--- config.mk ---
export PLATFORM = sky130hd
export DESIGN_NAME = pls_led_driver
export DESIGN_NICKNAME = d
export VERILOG_FILES = /design/src/rtl/pls_led_driver.v
export VERILOG_INCLUDE_DIRS = /design/src /design/src/shared
export SDC_FILE = /design/constraint.sdc
export NUM_CORES = 1
export LEC_CHECK = 0
export ABC_AREA = 1
export BUFFER_PORTS_ARGS = -buffer_cell sky130_fd_sc_hd__clkbuf_2
export CELL_PAD_IN_SITES_DETAIL_PLACEMENT = 0
export CELL_PAD_IN_SITES_GLOBAL_PLACEMENT = 1
export CORE_AREA = 2 2 252 254
export DETAILED_ROUTE_END_ITERATION = 8
export DIE_AREA = 0 0 254 256
export HOLD_SLACK_MARGIN = 0.02
export PLACE_DENSITY_LB_ADDON = 0.1
export SYNTH_ARGS = -nofsm -noshare
export SYNTH_HDL_FRONTEND = slang
export SYNTH_SLANG_ARGS = --single-unit
--- constraint.sdc ---
create_clock -name clk -period 16.2 [get_ports clk]
set_clock_uncertainty 0.2 [all_clocks]
set_input_delay 3.24 -clock clk [delete_from_list [all_inputs] [get_ports clk]]
set_output_delay 3.24 -clock clk [all_outputs]
set_load 0.05 [all_outputs]
--- src/shared/pls_defines.vh ---
// Constants for the per-port LED status driver
`ifndef PLS_DEFINES_VH
`define PLS_DEFINES_VH

// Register map, word index on the local register port
`define PLS_ADDR_W 4
`define PLS_DATA_W 16
`define PLS_GRP_MODE 2'h0
`define PLS_GRP_BEH 2'h1
`define PLS_A_POL 4'h8
`define PLS_A_DRIVE 4'h9
`define PLS_A_MISC 4'ha
`define PLS_A_LIT 4'hb

// Field positions
`define PLS_POL_LSB 10
`define PLS_DRV_BIT 9
`define PLS_ENH_BIT 0
`define PLS_SPLIT_BIT 14
`define PLS_RBLINK_BIT 11

// Reset values
`define PLS_MODE_RST 16'h8210
`define PLS_BEH_RST 16'h0000
`define PLS_POL_RST 16'h0000
`define PLS_DRIVE_RST 16'h0200
`define PLS_MISC_RST 16'h0800

// Mode codes
`define PLS_M_LINK 4'h0
`define PLS_M_L1000 4'h1
`define PLS_M_L100 4'h2
`define PLS_M_L10 4'h3
`define PLS_M_L100_1000 4'h4
`define PLS_M_L10_1000 4'h5
`define PLS_M_L10_100 4'h6
`define PLS_M_LFIBER 4'h7
`define PLS_M_DUPLEX 4'h8
`define PLS_M_COLL 4'h9
`define PLS_M_ACT 4'ha
`define PLS_M_FACT 4'hb
`define PLS_M_ANFAULT 4'hc
`define PLS_M_SERIAL 4'hd
`define PLS_M_OFF 4'he
`define PLS_M_ON 4'hf

// Speed encoding of the status inputs
`define PLS_SPD_10 2'h0
`define PLS_SPD_100 2'h1
`define PLS_SPD_1000 2'h2

// Timing
`define PLS_CLK_NS 10
`define PLS_TICK_NS 1000000
`define PLS_TICK_MS 10'd1
`define PLS_BLINK_HALF_MS 10'd50
`define PLS_BLINK_HALF_TICKS (`PLS_BLINK_HALF_MS / `PLS_TICK_MS)
`define PLS_STRETCH_MS 8'd100
`define PLS_STRETCH_TICKS (`PLS_STRETCH_MS / 8'd1)
`define PLS_RST_BLINK_MS 10'd1000
`define PLS_RST_BLINK_TICKS (`PLS_RST_BLINK_MS / `PLS_TICK_MS)
`define PLS_SER_HALF_NS 80
`define PLS_SER_HALF_CYC 4'd8
`define PLS_SER_BITS 6'd48
`define PLS_SER_LAST 6'd47

`endif

--- src/rtl/pls_led_driver.v ---
// LED status driver for a quad-port PHY: mode decode, animation, polarity and drive
// What this block does
// - Four polarity bits, one per LED position, select active level.
// - After reset every LED is active low.
// - Four LEDs per port, each with its own independent mode.
// - Pins not taken by serial mode keep working as normal LEDs.
// - Drive-state bit set: inactive tristated; cleared: inactive driven.
// - Enhanced serial mode always drives the inactive level, ignoring drive-state.
// - Each pin shows the function picked by its own mode code.
// - Activity and collision animate by blink or pulse-stretch per LED setting.
// - Mode 0: on with any link, animated with activity.
// - Modes 1-3: single speed class link with activity.
// - Modes 4-7: combined speed groups or fiber link with activity.
// - Mode 8: on at full duplex, animated on half-duplex collisions.
// - Mode 9: off, animated on collisions.
// - Mode 10: any activity, or transmit only when split bit set.
// - Mode 11: fiber activity, or receive activity when split bit set.
// - Mode 12: on while an autonegotiation fault exists.
// - Mode 13 is a serial stream on port 0, reserved elsewhere.
// - Modes 14/15 force off/on and suppress the after-reset blink.
`timescale 1ns/10ps
`default_nettype none
`include "pls_defines.vh"

module pls_led_driver #(
   parameter TICK_CYCLES = `PLS_TICK_NS / `PLS_CLK_NS
) (
   input wire clk,
   input wire rst,
   input wire [`PLS_ADDR_W-1:0] reg_addr,
   input wire [`PLS_DATA_W-1:0] reg_wdata,
   input wire reg_wr,
   input wire reg_rd,
   output reg [`PLS_DATA_W-1:0] reg_rdata,
   input wire [3:0] link_up,
   input wire [7:0] link_speed,
   input wire [3:0] link_fiber,
   input wire [3:0] link_full_duplex,
   input wire [3:0] collision,
   input wire [3:0] tx_activity,
   input wire [3:0] rx_activity,
   input wire [3:0] aneg_fault,
   output reg [15:0] first_led_pin_group,
   output reg [15:0] led_oe
);

   localparam [31:0] TICK_LAST32 = TICK_CYCLES - 1;
   localparam [19:0] TICK_LAST = TICK_LAST32[19:0];

   // Result bit 1: steady state; bit 0: animate request
   function [1:0] led_fn;
      input [3:0] m;
      input lk;
      input [1:0] sp;
      input fb;
      input fd;
      input cl;
      input tx;
      input rx;
      input af;
      input split;
      input port0;
      reg act;
      reg g1000;
      reg g100;
      reg g10;
      reg gl;
      begin
         act = tx | rx;
         g1000 = lk & (sp == `PLS_SPD_1000);
         g100 = lk & (sp == `PLS_SPD_100);
         g10 = lk & (sp == `PLS_SPD_10) & ~fb;
         gl = 1'b0;
         led_fn = 2'b00;
         case (m)
            `PLS_M_LINK: begin
               gl = lk;
            end
            `PLS_M_L1000: begin
               gl = g1000;
            end
            `PLS_M_L100: begin
               gl = g100;
            end
            `PLS_M_L10: begin
               gl = g10;
            end
            `PLS_M_L100_1000: begin
               gl = g100 | g1000;
            end
            `PLS_M_L10_1000: begin
               gl = g10 | g1000;
            end
            `PLS_M_L10_100: begin
               gl = g10 | g100;
            end
            `PLS_M_LFIBER: begin
               gl = lk & fb & (g100 | g1000);
            end
            `PLS_M_DUPLEX: begin
               led_fn = {lk & fd, lk & ~fd & cl};
            end
            `PLS_M_COLL: begin
               led_fn = {1'b0, cl};
            end
            `PLS_M_ACT: begin
               led_fn = {1'b0, split ? tx : act};
            end
            `PLS_M_FACT: begin
               led_fn = {1'b0, split ? rx : (lk & fb & ~(sp == `PLS_SPD_10) & act)};
            end
            `PLS_M_ANFAULT: begin
               led_fn = {af, 1'b0};
            end
            `PLS_M_SERIAL: begin
               led_fn = 2'b00;
            end
            `PLS_M_OFF: begin
               led_fn = 2'b00;
            end
            default: begin
               led_fn = 2'b10;
            end
         endcase
         if (m <= `PLS_M_LFIBER) begin
            led_fn = {gl, gl & act};
         end
      end
   endfunction

   // Serial stream bit: steady state with blink applied
   function ser_one;
      input [1:0] fn;
      input bp;
      begin
         ser_one = fn[1] ^ (fn[0] & bp);
      end
   endfunction

   reg [15:0] mode_reg [0:3];
   reg [15:0] beh_reg [0:3];
   reg [15:0] pol_reg;
   reg [15:0] drive_reg;
   reg [15:0] misc_reg;
   reg [19:0] tick_cnt_reg;
   reg tick_reg;
   reg [9:0] blink_cnt_reg;
   reg blink_phase_reg;
   reg [9:0] rblink_cnt_reg;
   reg rblink_active_reg;
   reg [7:0] str_cnt_reg [0:15];
   reg [3:0] ser_div_reg;
   reg ser_clk_reg;
   reg [5:0] ser_idx_reg;
   reg [47:0] ser_sh_reg;
   reg [15:0] lit_reg;

   reg [15:0] out_next;
   reg [15:0] oe_next;
   reg [15:0] lit_next;
   reg [15:0] anim_next;
   reg [47:0] frame_next;
   reg [1:0] fn_v;
   reg [3:0] m_v;
   reg pol_v;
   reg lit_v;
   reg [11:0] sb_v;
   integer p;
   integer q;
   integer k;
   integer n;

   // Register port: writes steer the block, unmapped reads return zero
   always @(posedge clk or posedge rst) begin
      if (rst) begin
         for (k = 0; k < 4; k = k + 1) begin
            mode_reg[k] <= `PLS_MODE_RST;
            beh_reg[k] <= `PLS_BEH_RST;
         end
         pol_reg <= `PLS_POL_RST;
         drive_reg <= `PLS_DRIVE_RST;
         misc_reg <= `PLS_MISC_RST;
         reg_rdata <= {`PLS_DATA_W{1'b0}};
      end else begin
         if (reg_wr) begin
            if (reg_addr[3:2] == `PLS_GRP_MODE) begin
               mode_reg[reg_addr[1:0]] <= reg_wdata;
            end else if (reg_addr[3:2] == `PLS_GRP_BEH) begin
               beh_reg[reg_addr[1:0]] <= reg_wdata;
            end else if (reg_addr == `PLS_A_POL) begin
               pol_reg <= reg_wdata;
            end else if (reg_addr == `PLS_A_DRIVE) begin
               drive_reg <= reg_wdata;
            end else if (reg_addr == `PLS_A_MISC) begin
               misc_reg <= reg_wdata;
            end
         end
         reg_rdata <= {`PLS_DATA_W{1'b0}};
         if (reg_rd) begin
            if (reg_addr[3:2] == `PLS_GRP_MODE) begin
               reg_rdata <= mode_reg[reg_addr[1:0]];
            end else if (reg_addr[3:2] == `PLS_GRP_BEH) begin
               reg_rdata <= beh_reg[reg_addr[1:0]];
            end else if (reg_addr == `PLS_A_POL) begin
               reg_rdata <= pol_reg;
            end else if (reg_addr == `PLS_A_DRIVE) begin
               reg_rdata <= drive_reg;
            end else if (reg_addr == `PLS_A_MISC) begin
               reg_rdata <= misc_reg;
            end else if (reg_addr == `PLS_A_LIT) begin
               reg_rdata <= lit_reg;
            end
         end
      end
   end

   // Millisecond tick, blink phase and after-reset blink window
   always @(posedge clk or posedge rst) begin
      if (rst) begin
         tick_cnt_reg <= 20'h00000;
         tick_reg <= 1'b0;
         blink_cnt_reg <= 10'h000;
         blink_phase_reg <= 1'b0;
         rblink_cnt_reg <= 10'h000;
         rblink_active_reg <= 1'b1;
      end else begin
         tick_reg <= 1'b0;
         if (tick_cnt_reg == TICK_LAST) begin
            tick_cnt_reg <= 20'h00000;
            tick_reg <= 1'b1;
         end else begin
            tick_cnt_reg <= tick_cnt_reg + 20'h00001;
         end
         if (tick_reg) begin
            if (blink_cnt_reg == `PLS_BLINK_HALF_TICKS - 10'd1) begin
               blink_cnt_reg <= 10'h000;
               blink_phase_reg <= ~blink_phase_reg;
            end else begin
               blink_cnt_reg <= blink_cnt_reg + 10'h001;
            end
            if (rblink_active_reg) begin
               if (rblink_cnt_reg == `PLS_RST_BLINK_TICKS - 10'd1) begin
                  rblink_active_reg <= 1'b0;
               end else begin
                  rblink_cnt_reg <= rblink_cnt_reg + 10'h001;
               end
            end
         end
      end
   end

   // Serial frame snapshot in stream order, four ports of twelve bits
   always @* begin
      frame_next = 48'h000000000000;
      sb_v = 12'h000;
      for (q = 0; q < 4; q = q + 1) begin
         sb_v[11] = ser_one(led_fn(`PLS_M_LINK, link_up[q], link_speed[2*q +: 2],
            link_fiber[q], link_full_duplex[q], collision[q], tx_activity[q],
            rx_activity[q], aneg_fault[q], 1'b0, 1'b0), blink_phase_reg);
         sb_v[10] = ser_one(led_fn(`PLS_M_L1000, link_up[q], link_speed[2*q +: 2],
            link_fiber[q], link_full_duplex[q], collision[q], tx_activity[q],
            rx_activity[q], aneg_fault[q], 1'b0, 1'b0), blink_phase_reg);
         sb_v[9] = ser_one(led_fn(`PLS_M_L100, link_up[q], link_speed[2*q +: 2],
            link_fiber[q], link_full_duplex[q], collision[q], tx_activity[q],
            rx_activity[q], aneg_fault[q], 1'b0, 1'b0), blink_phase_reg);
         sb_v[8] = ser_one(led_fn(`PLS_M_L10, link_up[q], link_speed[2*q +: 2],
            link_fiber[q], link_full_duplex[q], collision[q], tx_activity[q],
            rx_activity[q], aneg_fault[q], 1'b0, 1'b0), blink_phase_reg);
         sb_v[7] = ser_one(led_fn(`PLS_M_LFIBER, link_up[q], link_speed[2*q +: 2],
            link_fiber[q], link_full_duplex[q], collision[q], tx_activity[q],
            rx_activity[q], aneg_fault[q], 1'b0, 1'b0), blink_phase_reg);
         sb_v[6] = ser_one(led_fn(`PLS_M_DUPLEX, link_up[q], link_speed[2*q +: 2],
            link_fiber[q], link_full_duplex[q], collision[q], tx_activity[q],
            rx_activity[q], aneg_fault[q], 1'b0, 1'b0), blink_phase_reg);
         sb_v[5] = collision[q] & blink_phase_reg;
         sb_v[4] = (tx_activity[q] | rx_activity[q]) & blink_phase_reg;
         sb_v[3] = ser_one(led_fn(`PLS_M_FACT, link_up[q], link_speed[2*q +: 2],
            link_fiber[q], link_full_duplex[q], collision[q], tx_activity[q],
            rx_activity[q], aneg_fault[q], 1'b0, 1'b0), blink_phase_reg);
         sb_v[2] = tx_activity[q] & blink_phase_reg;
         sb_v[1] = rx_activity[q] & blink_phase_reg;
         sb_v[0] = aneg_fault[q];
         frame_next[47 - 12*q -: 12] = sb_v;
      end
   end

   // Serial shifter: data changes on the falling edge of the serial clock
   always @(posedge clk or posedge rst) begin
      if (rst) begin
         ser_div_reg <= 4'h0;
         ser_clk_reg <= 1'b0;
         ser_idx_reg <= 6'h00;
         ser_sh_reg <= 48'h000000000000;
      end else begin
         if (ser_div_reg == `PLS_SER_HALF_CYC - 4'd1) begin
            ser_div_reg <= 4'h0;
            ser_clk_reg <= ~ser_clk_reg;
            if (ser_clk_reg) begin
               if (ser_idx_reg == `PLS_SER_LAST) begin
                  ser_idx_reg <= 6'h00;
                  ser_sh_reg <= frame_next;
               end else begin
                  ser_idx_reg <= ser_idx_reg + 6'h01;
                  ser_sh_reg <= {ser_sh_reg[46:0], 1'b0};
               end
            end
         end else begin
            ser_div_reg <= ser_div_reg + 4'h1;
         end
      end
   end

   // Per-pin mode decode, animation, polarity and drive state
   always @* begin
      out_next = 16'h0000;
      oe_next = 16'h0000;
      lit_next = 16'h0000;
      anim_next = 16'h0000;
      fn_v = 2'b00;
      m_v = 4'h0;
      pol_v = 1'b0;
      lit_v = 1'b0;
      for (p = 0; p < 16; p = p + 1) begin
         m_v = mode_reg[p / 4][(p % 4) * 4 +: 4];
         fn_v = led_fn(m_v, link_up[p / 4], link_speed[2 * (p / 4) +: 2],
            link_fiber[p / 4], link_full_duplex[p / 4], collision[p / 4],
            tx_activity[p / 4], rx_activity[p / 4], aneg_fault[p / 4],
            beh_reg[p / 4][`PLS_SPLIT_BIT], p < 4);
         anim_next[p] = fn_v[0];
         if (beh_reg[p / 4][p % 4]) begin
            // Stretch inverts the steady state for the first half of its window
            lit_v = fn_v[1] ^ (str_cnt_reg[p] > `PLS_STRETCH_TICKS);
         end else begin
            lit_v = fn_v[0] ? blink_phase_reg : fn_v[1];
         end
         if (rblink_active_reg && misc_reg[`PLS_RBLINK_BIT] &&
             m_v != `PLS_M_OFF && m_v != `PLS_M_ON) begin
            lit_v = blink_phase_reg;
         end
         lit_next[p] = lit_v;
         pol_v = pol_reg[`PLS_POL_LSB + (p % 4)];
         out_next[p] = lit_v ? pol_v : ~pol_v;
         // Inactive level is driven unless drive-state asks for tristate and the enhanced bit is clear
         oe_next[p] = lit_v | ~drive_reg[`PLS_DRV_BIT] | drive_reg[`PLS_ENH_BIT];
         if (p == 0 && m_v == `PLS_M_SERIAL) begin
            out_next[p] = ser_sh_reg[47];
            oe_next[p] = 1'b1;
         end
         if (p == 1 && m_v == `PLS_M_SERIAL) begin
            out_next[p] = ser_clk_reg;
            oe_next[p] = 1'b1;
         end
      end
   end

   // Stretch counters and registered pin outputs
   always @(posedge clk or posedge rst) begin
      if (rst) begin
         for (n = 0; n < 16; n = n + 1) begin
            str_cnt_reg[n] <= 8'h00;
         end
         first_led_pin_group <= 16'hffff;
         led_oe <= 16'h0000;
         lit_reg <= 16'h0000;
      end else begin
         for (n = 0; n < 16; n = n + 1) begin
            if (str_cnt_reg[n] != 8'h00) begin
               if (tick_reg) begin
                  str_cnt_reg[n] <= str_cnt_reg[n] - 8'h01;
               end
            end else if (anim_next[n] && beh_reg[n / 4][n % 4]) begin
               // Full window gives an on time and an off time of equal length
               str_cnt_reg[n] <= `PLS_STRETCH_TICKS + `PLS_STRETCH_TICKS;
            end
         end
         first_led_pin_group <= out_next;
         led_oe <= oe_next;
         lit_reg <= lit_next;
      end
   end

endmodule // pls_led_driver
`default_nettype wire

Word-level counts from Yosys, hierarchy flattened
Cells that the tools add are included.

Eq/ne operators: 290. Bitwise logic cells: 237. Mux-type cells: 197. Magnitude comparators: 34. Reductions and logical operators: 143. $add $sub $neg: 21.

Operators with widths (count): $eq 4x4->1 const B (116); $mux 8 (48); $eq 4x3->1 const B (65); $mux 16 (12); $pmux 2 s6 (16); $reduce_or 10->1 (16); $bwmux 64 (2); $eq 4x2->1 const B (32); $gt 8x7->1 const B (16); $ne 4x4->1 const B (32); $pmux 1 s8 (16); $reduce_bool 8->1 (16); $sub 8x1->8 const B (16); $and 1x1->1 (124); $mux 1 (79); $bmux 16 s2 (2); $eq 4x1->1 const B (16); $le 4x3->1 const B (16); $logic_not 4->1 (16); $logic_and 1x1->1 (50); $mux 48 (1); $or 1x1->1 (48); $xor 1x1->1 (40); $reduce_and 2->1 (19); other kinds (27) (108).

Output and inout port bits: 48. Logic and storage cells: 963. Bits in registers: 470.

Logic depth before layout (Yosys ltp)
Gate-level depths: netlist of run 1.

Word-level depth: 13. Depth in mapped cells: 18. Mapped depth without buffers: 17.

Worst setup path before layout of run 1
No wires, ideal clock.

Kind: input to register. From: input link_up[3]. To: register str_cnt_reg[7] (netlist bit). Setup time: 0.127 ns. Path slack: 11.420 ns. Cell stages on the path: 16. Arrival: 4.453 ns. Buffers on the path: 1. Cells stage by stage: buf_6 inv_4 nor2_4 nand2_2 nand2_4 nand2_4 o21ai_2 nor2_2 nand2_1 nand2_1 nand2_1 nand3_2 nand2_2 nand2_1 nand2_1 nand3_1.

Word-level cells in the longest chain between the ends: 9. Elaborated cells between the ends (all ways): 21. Classes of those cells: 4 x mux; 14 x bitwise; 3 x reduce/logical.

RTL lines: from (decl) (line pls_led_driver.v:35) `input wire [3:0] link_up,`; $and 1x1->1, on equally long branches; $or 1x1->1 (tied with other cells) (line pls_led_driver.v:89, pls_led_driver.v:98); $and 1x1->1 (tied with other cells) (line pls_led_driver.v:98) `gl = lk & fb & (g100 | g1000);`; $pmux 1 s8 or $mux 1 (tied branches) (line pls_led_driver.v:75, pls_led_driver.v:110); $and 1x1->1 or $pmux 2 s6 (tied branches) (line pls_led_driver.v:126, pls_led_driver.v:75); $mux 2 (*) (line pls_led_driver.v:125) `` if (m <= `PLS_M_LFIBER) begin ``; $logic_and 1x1->1 (*) (line pls_led_driver.v:371) `end else if (anim_next[n] && beh_reg[n / 4][n % 4]) begin`; $reduce_bool 2->1 (no line) (*); $reduce_and 2->1 (no line) (*); to (signal, indexed assignment) (line pls_led_driver.v:369) `str_cnt_reg[n] <= str_cnt_reg[n] - 8'h01;`; to (signal, indexed assignment) (line pls_led_driver.v:373) `` str_cnt_reg[n] <= `PLS_STRETCH_TICKS + `PLS_STRETCH_TICKS; ``; to (decl) (line pls_led_driver.v:151) `reg [7:0] str_cnt_reg [0:15];`.

Mark *: on every way between the ends. The rest lies on a longest branch, timed or not. A chain may end at the register's enable or synchronous reset.

Worst setup path in the final report of run 1
From: input reg_addr[3]. To: register beh_reg[30] (netlist bit).

Word-level cells in the longest chain between the ends: 3. Elaborated cells between the ends (all ways): 4. Classes of those cells: 1 x eq/ne; 1 x bitwise; 2 x reduce/logical.

RTL lines: from (decl) (line pls_led_driver.v:30) `` input wire [`PLS_ADDR_W-1:0] reg_addr, ``; $logic_not 2->1 (no line); $not 1->1 (no line); $reduce_and 3->1 (no line) (*); to (signal, indexed assignment) (line pls_led_driver.v:178) `` beh_reg[k] <= `PLS_BEH_RST; ``; to (signal, indexed assignment) (line pls_led_driver.v:189) `beh_reg[reg_addr[1:0]] <= reg_wdata;`; to (decl) (line pls_led_driver.v:141) `reg [15:0] beh_reg [0:3];`.

Marked as above.

==> results of run 1 <==
-- logic make-up after synthesis --
kind of cell | count (synthesis)
multiplexers | 1
adder cells (fa/ha/maj) | 38
AND/OR/NAND/NOR | 1723
AO/OA/AOI/OAI | 596
buffers and inverters | 509
XOR/XNOR | 103
flip-flops | 470
-- power by group --
part	internal (W)	switching [W]	total [W]
Sequential	0.00134	0.000145	0.00148
Clock	0.000792	0.000523	0.00132
Combinational	0.000191	0.000541	0.000731
-- through the flow --
stage                     total power (W)  hold WS [ns]  worst slack (ns)  instance area (sq um)  std cells
after detailed placement          0.00222         0.258             10.26                  27400       4319
after CTS                         0.00355         0.264             10.93                  29400       4425
after global placement            0.00221         0.237             10.38                  27400       4319
after floorplan                   0.00195         0.224              6.42                  26000       3440
final                             0.00353         0.258             10.87                  29400       4427
after global routing              0.00370         0.285             10.52                  29400       4425
-- how the worst max path moves through the flow --
stage,end,slack (ns),depth (start not counted)
2_1_floorplan,beh_reg[0],6.42,1
3_3_place_gp,beh_reg[46],10.38,6
3_5_place_dp,misc_reg[15],10.26,7
4_1_cts,beh_reg[30],10.93,5
5_1_grt,misc_reg[6],10.52,7
6_report,beh_reg[30],10.87,5
-- Yosys cell counts, types with 13 or more instances --
| library cell | count | area, sq um |
|---|---|---|
| nand2_1 | 866 | 3250 |
| dfrtp_1 | 439 | 11000 |
| inv_1 | 407 | 1530 |
| nand3_1 | 320 | 1600 |
| nor2_1 | 319 | 1200 |
| o21ai_0 | 287 | 1440 |
| a21oi_1 | 112 | 561 |
| xor2_1 | 88 | 771 |
| o22ai_1 | 83 | 519 |
| clkbuf_1 | 68 | 255 |
| nand4_1 | 54 | 338 |
| nor3_1 | 41 | 205 |
| ha_1 | 38 | 475 |
| dfstp_2 | 31 | 815 |
| or2_2 | 29 | 181 |
| nand2_2 | 28 | 175 |
| nor2_2 | 22 | 138 |
| o211ai_1 | 21 | 158 |
| buf_2 | 20 | 100 |
| o221ai_1 | 18 | 158 |
| xnor2_1 | 15 | 131 |
| nor4_1 | 14 | 87.6 |
| nand3_2 | 13 | 130 |
-- final cells by class --
type                       count  share of cell area (%)
tap                          846                    3.60
antenna                        2                  0.0170
clock inverter                22                    1.09
clock buffer                  84                    5.54
timing repair buffer         128                    2.44
inverter                     414                    5.32
sequential                   470                    40.2
multi-input combinational   2461                    41.8
-- routing by layer --
layer,vias to the layer above,track usage (%),part of all wire (%)
met5,-,0,0.014
met4,2,7.86,2.8
met3,134,2.79,4.7
met2,674,44.9,48
met1,11631,37.1,45
li1,11477,-,-
-- layout by cell type (no fill, tap or decap), types with 4 or more instances in the layout --
cell type,instances
a221oi_1,6
o21ai_2,8
clkinv_1,4
dfrtp_1,439
clkbuf_8,12
dfstp_2,31
nor2_2,26
o22ai_1,83
or2_2,29
nand2_1,866
xor2_1,88
inv_1,405
o21ai_0,287
a21oi_1,112
o21ai_1,11
clkinv_2,11
ha_1,38
a31oi_1,6
o22a_1,7
nor2_1,315
nor3_1,40
nand2_2,28
clkbuf_1,16
o2111ai_1,7
buf_4,19
nand3_2,13
nand3_1,320
bufinv_16,6
a211oi_1,5
nand4_1,54
xnor2_1,15
clkbuf_16,56
o21a_1,9
nor4_1,14
o221ai_1,18
o211ai_1,21
clkbuf_2,107
a22oi_1,6
-- critical path, stage by stage --
cell,delay (ns)
clkbuf_2,0.19
nor2_2,0.64
nand2_1,0.29
nor2_2,0.99
o21ai_0,0.20
==> run summary, run 1 <==
Result of the run: complete, no violations
Mux share of post-synthesis cell area: 0.0432%
Reg2Reg Depth: 9
Relative slew margins: 18.0%
Drt drc: 0
Final worst-path cycle share: 32.9%
First-pass GRT wire length: 136000 um
Crit path max fanout: 32
Multi-input combinational cell area: 12300 sq um
Reg2reg end: first_led_pin_group[7]
CTS tree: yes
Layout cells sized above 1: 10.5%
H-tree levels: 2
Antenna viol nets, final: 0
Post_cts resized: 0
Via count of the first global-routing pass: 23.0k
Worst path required time: 16.43 ns
Leakage: 14.1 nW
Hold crit path type: flip-flop to flip-flop
Fillcell total: 6204
Post-synth top flop: dfrtp_1
Reg-to-reg critical path startpoint: misc_reg[11]
Total number of yosys warnings: 0
IO Count: 108
Worst-path clk slew: 0.06 ns
Simple-Gate Fraction of Synth Area: 28.7%
Area grow syn2layout: 12.8%
Number of max-cap violations: 0
Compound-cell area share of the yosys netlist: 13.1%
Hold Fails Final Rpt: 0
Initial antenna violation count: 4
Reg2Reg Setup Slack: 13.22 ns
F_max: 187 MHz
Ys async rst share: 100%
Clock Path Buffers: 3
Final #Nets: 3629
Post-synth cell types: 57
CTS root buf: clkbuf_16
Synth Area in Adders: 1.83%
GRT Total Usage: 27.0%
Unrepaired setup endpoints after global routing: false
Rows: 92
Final Wtd Congestion: 0.951
WP data arrival: 5.57 ns
Crit path from: reg_addr[3]
DIE WIDTH: 254 um
Mapped Nets: 3538
Post-CTS setup buffer count: 0
Peak VDD IR: 80.0 uV
Startpoint types: primary input
Post-DP HPWL: 64600 um
WHS Endpoint: tick_cnt_reg[0]
TritonCTS Sinks: 470
Post-layout util: 47.1%
Detailed Routing Iterations Pass 1: 6
Via count: 23.9k
Port Buffers: 107
Synth Cell Area: 26000 sq um
Hold path cells: 1
Hold Path Origin: tick_cnt_reg[0]
Largest net degree at the start of global routing: 181
#FFs+latches synth: 470
Slew Viols, Final: 0
Via density per instance: 5.40
Routed WL per cell: 19.8 um
Max reg flops: 128
Post-synthesis xor/xnor area fraction: 3.46%
Number of DRC markers in iteration 0: 2149
Initial core utilization: 41.7%
Die area: 65000 sq um
Sequential area share after synthesis: 45.3%
Combinational family with the most area after synthesis: simple AND/OR/NAND/NOR gates
Chip height: 256 um
Post-synth EDFFs: 0
Final setup viols: 0
Detailed Route WL: 87500 um
Setup TNS: 0 ns
Fin crit period: 5.33 ns
Clk_lat worst skew: 0.63 ns
Sequential cell area: 11800 sq um
Core box area: 62400 sq um
Syn Area/Cell: 7.57 sq um
Crit path capture type: flip-flop
Power density over the cells: 120 nW/um^2
Slew of the pin with the lowest slew margin: 1.23 ns
Type of the worst setup path: primary input to flip-flop
Hold buffers post-CTS: 0
Num CTS Buffers: 56
Post-Synthesis Cells: 3440
Grt total ovfl: 0
(Power assumes the default switching activity.)
==> run 2: changes to the inputs <==
CORE_AREA = 2 2 241 243   (was 2 2 252 254)
DIE_AREA = 0 0 243 245   (was 0 0 254 256)
clock period = 5.1 ns   (was 16.2 ns; I/O delays follow)
==> run 2 against run 1 <==
  * Total power increased to 3.1 times the previous value
  * Core utilization increased by 4.2 points
  * Register-to-register slack got worse by 11 ns
  * Clock power increased to 3.0 times the previous value
  * First-iteration DRC count increased by 9.8%
==> run summary, run 2 (synthesis results as in run 1) <==
Power density over the cells: 376 nW/um^2
Final worst-path cycle share: 62.0%
Hold buffers post-CTS: 0
CTS root buf: clkbuf_16
Final setup viols: 0
First-pass GRT wire length: 135000 um
GRT Total Usage: 29.5%
Fin crit period: 3.16 ns
IO Count: 108
Post-DP HPWL: 64400 um
Post-CTS setup buffer count: 0
Peak VDD IR: 275 uV
Type of the worst setup path: flip-flop to flip-flop
Core box area: 57000 sq um
CP top delay family: buffers and inverters
Post_cts resized: 0
Number of max-cap violations: 0
F_max: 316 MHz
Clock Path Buffers: 3
Crit-path slowest cell: clkinv_1
Hold path cells: 1
Via density per instance: 5.52
Initial antenna violation count: 1
Rows: 88
Reg2Reg Depth: 9
Routed WL per cell: 20.2 um
Relative slew margins: 9.60%
Largest net degree at the start of global routing: 109
Max reg flops: 128
Unrepaired setup endpoints after global routing: false
Antenna viol nets, final: 0
Crit path capture type: flip-flop
Crit path max fanout: 26
Worst path most repeated cell: nand2_1
Initial core utilization: 45.7%
Chip height: 245 um
Grt total ovfl: 0
H-tree levels: 2
Clk_lat worst skew: 0.64 ns
Port Buffers: 107
Setup TNS: 0 ns
DIE WIDTH: 243 um
Leakage: 14.1 nW
Num CTS Buffers: 54
Number of DRC markers in iteration 0: 2359
Layout cells sized above 1: 10.6%
TritonCTS Sinks: 470
Die area: 59500 sq um
Detailed Route WL: 87900 um
Buf+Inv Stages, Crit Path: 2
Hold crit path type: flip-flop to flip-flop
Final Wtd Congestion: 0.908
Drt drc: 0
Hold Path Origin: tick_cnt_reg[0]
Reg2reg end: ser_sh_reg[28]
Via count: 24.0k
Final #Nets: 3634
Slew of the pin with the lowest slew margin: 1.35 ns
CTS tree: yes
WHS Endpoint: tick_cnt_reg[0]
Crit path cell chain: ha_1, nand2_1, nor2_1, nand2_1, clkinv_1, buf_4, nand3_1, o21ai_0, a21oi_1
Hold Fails Final Rpt: 0
Via count of the first global-routing pass: 23.0k
Startpoint types: flip-flop
Commonest non-fill, non-tap cell in the layout: nand2_1
Reg-to-reg critical path startpoint: ser_div_reg[0]
Most frequent cells in the layout: nand2_1, dfrtp_1, inv_1
Reg2Reg Setup Slack: 1.94 ns
WP data arrival: 3.51 ns
Result of the run: complete, no violations
Fillcell total: 5674
Worst-path clk slew: 0.06 ns
Post-layout util: 51.3%
Worst stage delay on the critical path: 0.72 ns
Detailed Routing Iterations Pass 1: 7
Area grow syn2layout: 12.4%
Slew Viols, Final: 0
Worst path required time: 5.44 ns
## run 2: stage by stage
stage	power, W	hold slack [ns]	cell area (sq um)	cells	worst slack, ns
floorplan	0.00619	0.224	26000	3440	-2.46
global placement	0.00705	0.242	27400	4245	1.64
detailed placement	0.00708	0.247	27400	4245	1.56
CTS	0.0110	0.255	29300	4346	1.88
global route	0.0115	0.276	29300	4347	1.71
finish	0.0110	0.257	29300	4350	1.94
## run 2: how the worst max path moves through the flow
stage / from / to / depth (start not counted)
2_1_floorplan: rst / beh_reg[0] / 1
6_report: ser_div_reg[0] / ser_sh_reg[28] / 9
3_5_place_dp: reg_addr[3] / mode_reg[57] / 7
4_1_cts: ser_div_reg[0] / ser_sh_reg[28] / 9
5_1_grt: ser_div_reg[0] / ser_sh_reg[28] / 9
3_3_place_gp: reg_addr[3] / mode_reg[57] / 7
## run 2: layout make-up
cell class                      count  area, sq um  area share (%)
Multi-Input combinational cell   2461        12300            42.0
Sequential cell                   470        11800            40.3
Clock buffer                       84         1620            5.55
Inverter                          414         1560            5.34
Tap cell                          765          957            3.27
Timing Repair Buffer              135          821            2.80
Clock inverter                     17          206           0.705
Antenna cell                        4         10.0          0.0342
## run 2: power breakdown
| group | total [W] | switching [W] | internal (W) |
|---|---|---|---|
| Combinational | 0.00235 | 0.00174 | 0.000613 |
| Clock | 0.00394 | 0.00168 | 0.00226 |
| Sequential | 0.00473 | 0.000482 | 0.00425 |
## run 2: worst register-to-register path: stages, from the launching register on
cell and delay [ns]:
dfrtp_1 0.39, ha_1 0.22, nand2_1 0.08, nor2_1 0.08, nand2_1 0.36, clkinv_1 0.72, buf_4 0.48, nand3_1 0.28
o21ai_0 0.14, a21oi_1 0.13
## run 2: layer usage
metal	part of all wire (%)	wire [um]	vias to the layer above	GRT usage (%)
met5	0	0	-	0
met4	4.2	3680	0	12.0
met3	6.8	5990	175	5.22
met2	45	39800	836	47.1
met1	44	38400	11530	39.7
li1	-	-	11490	-
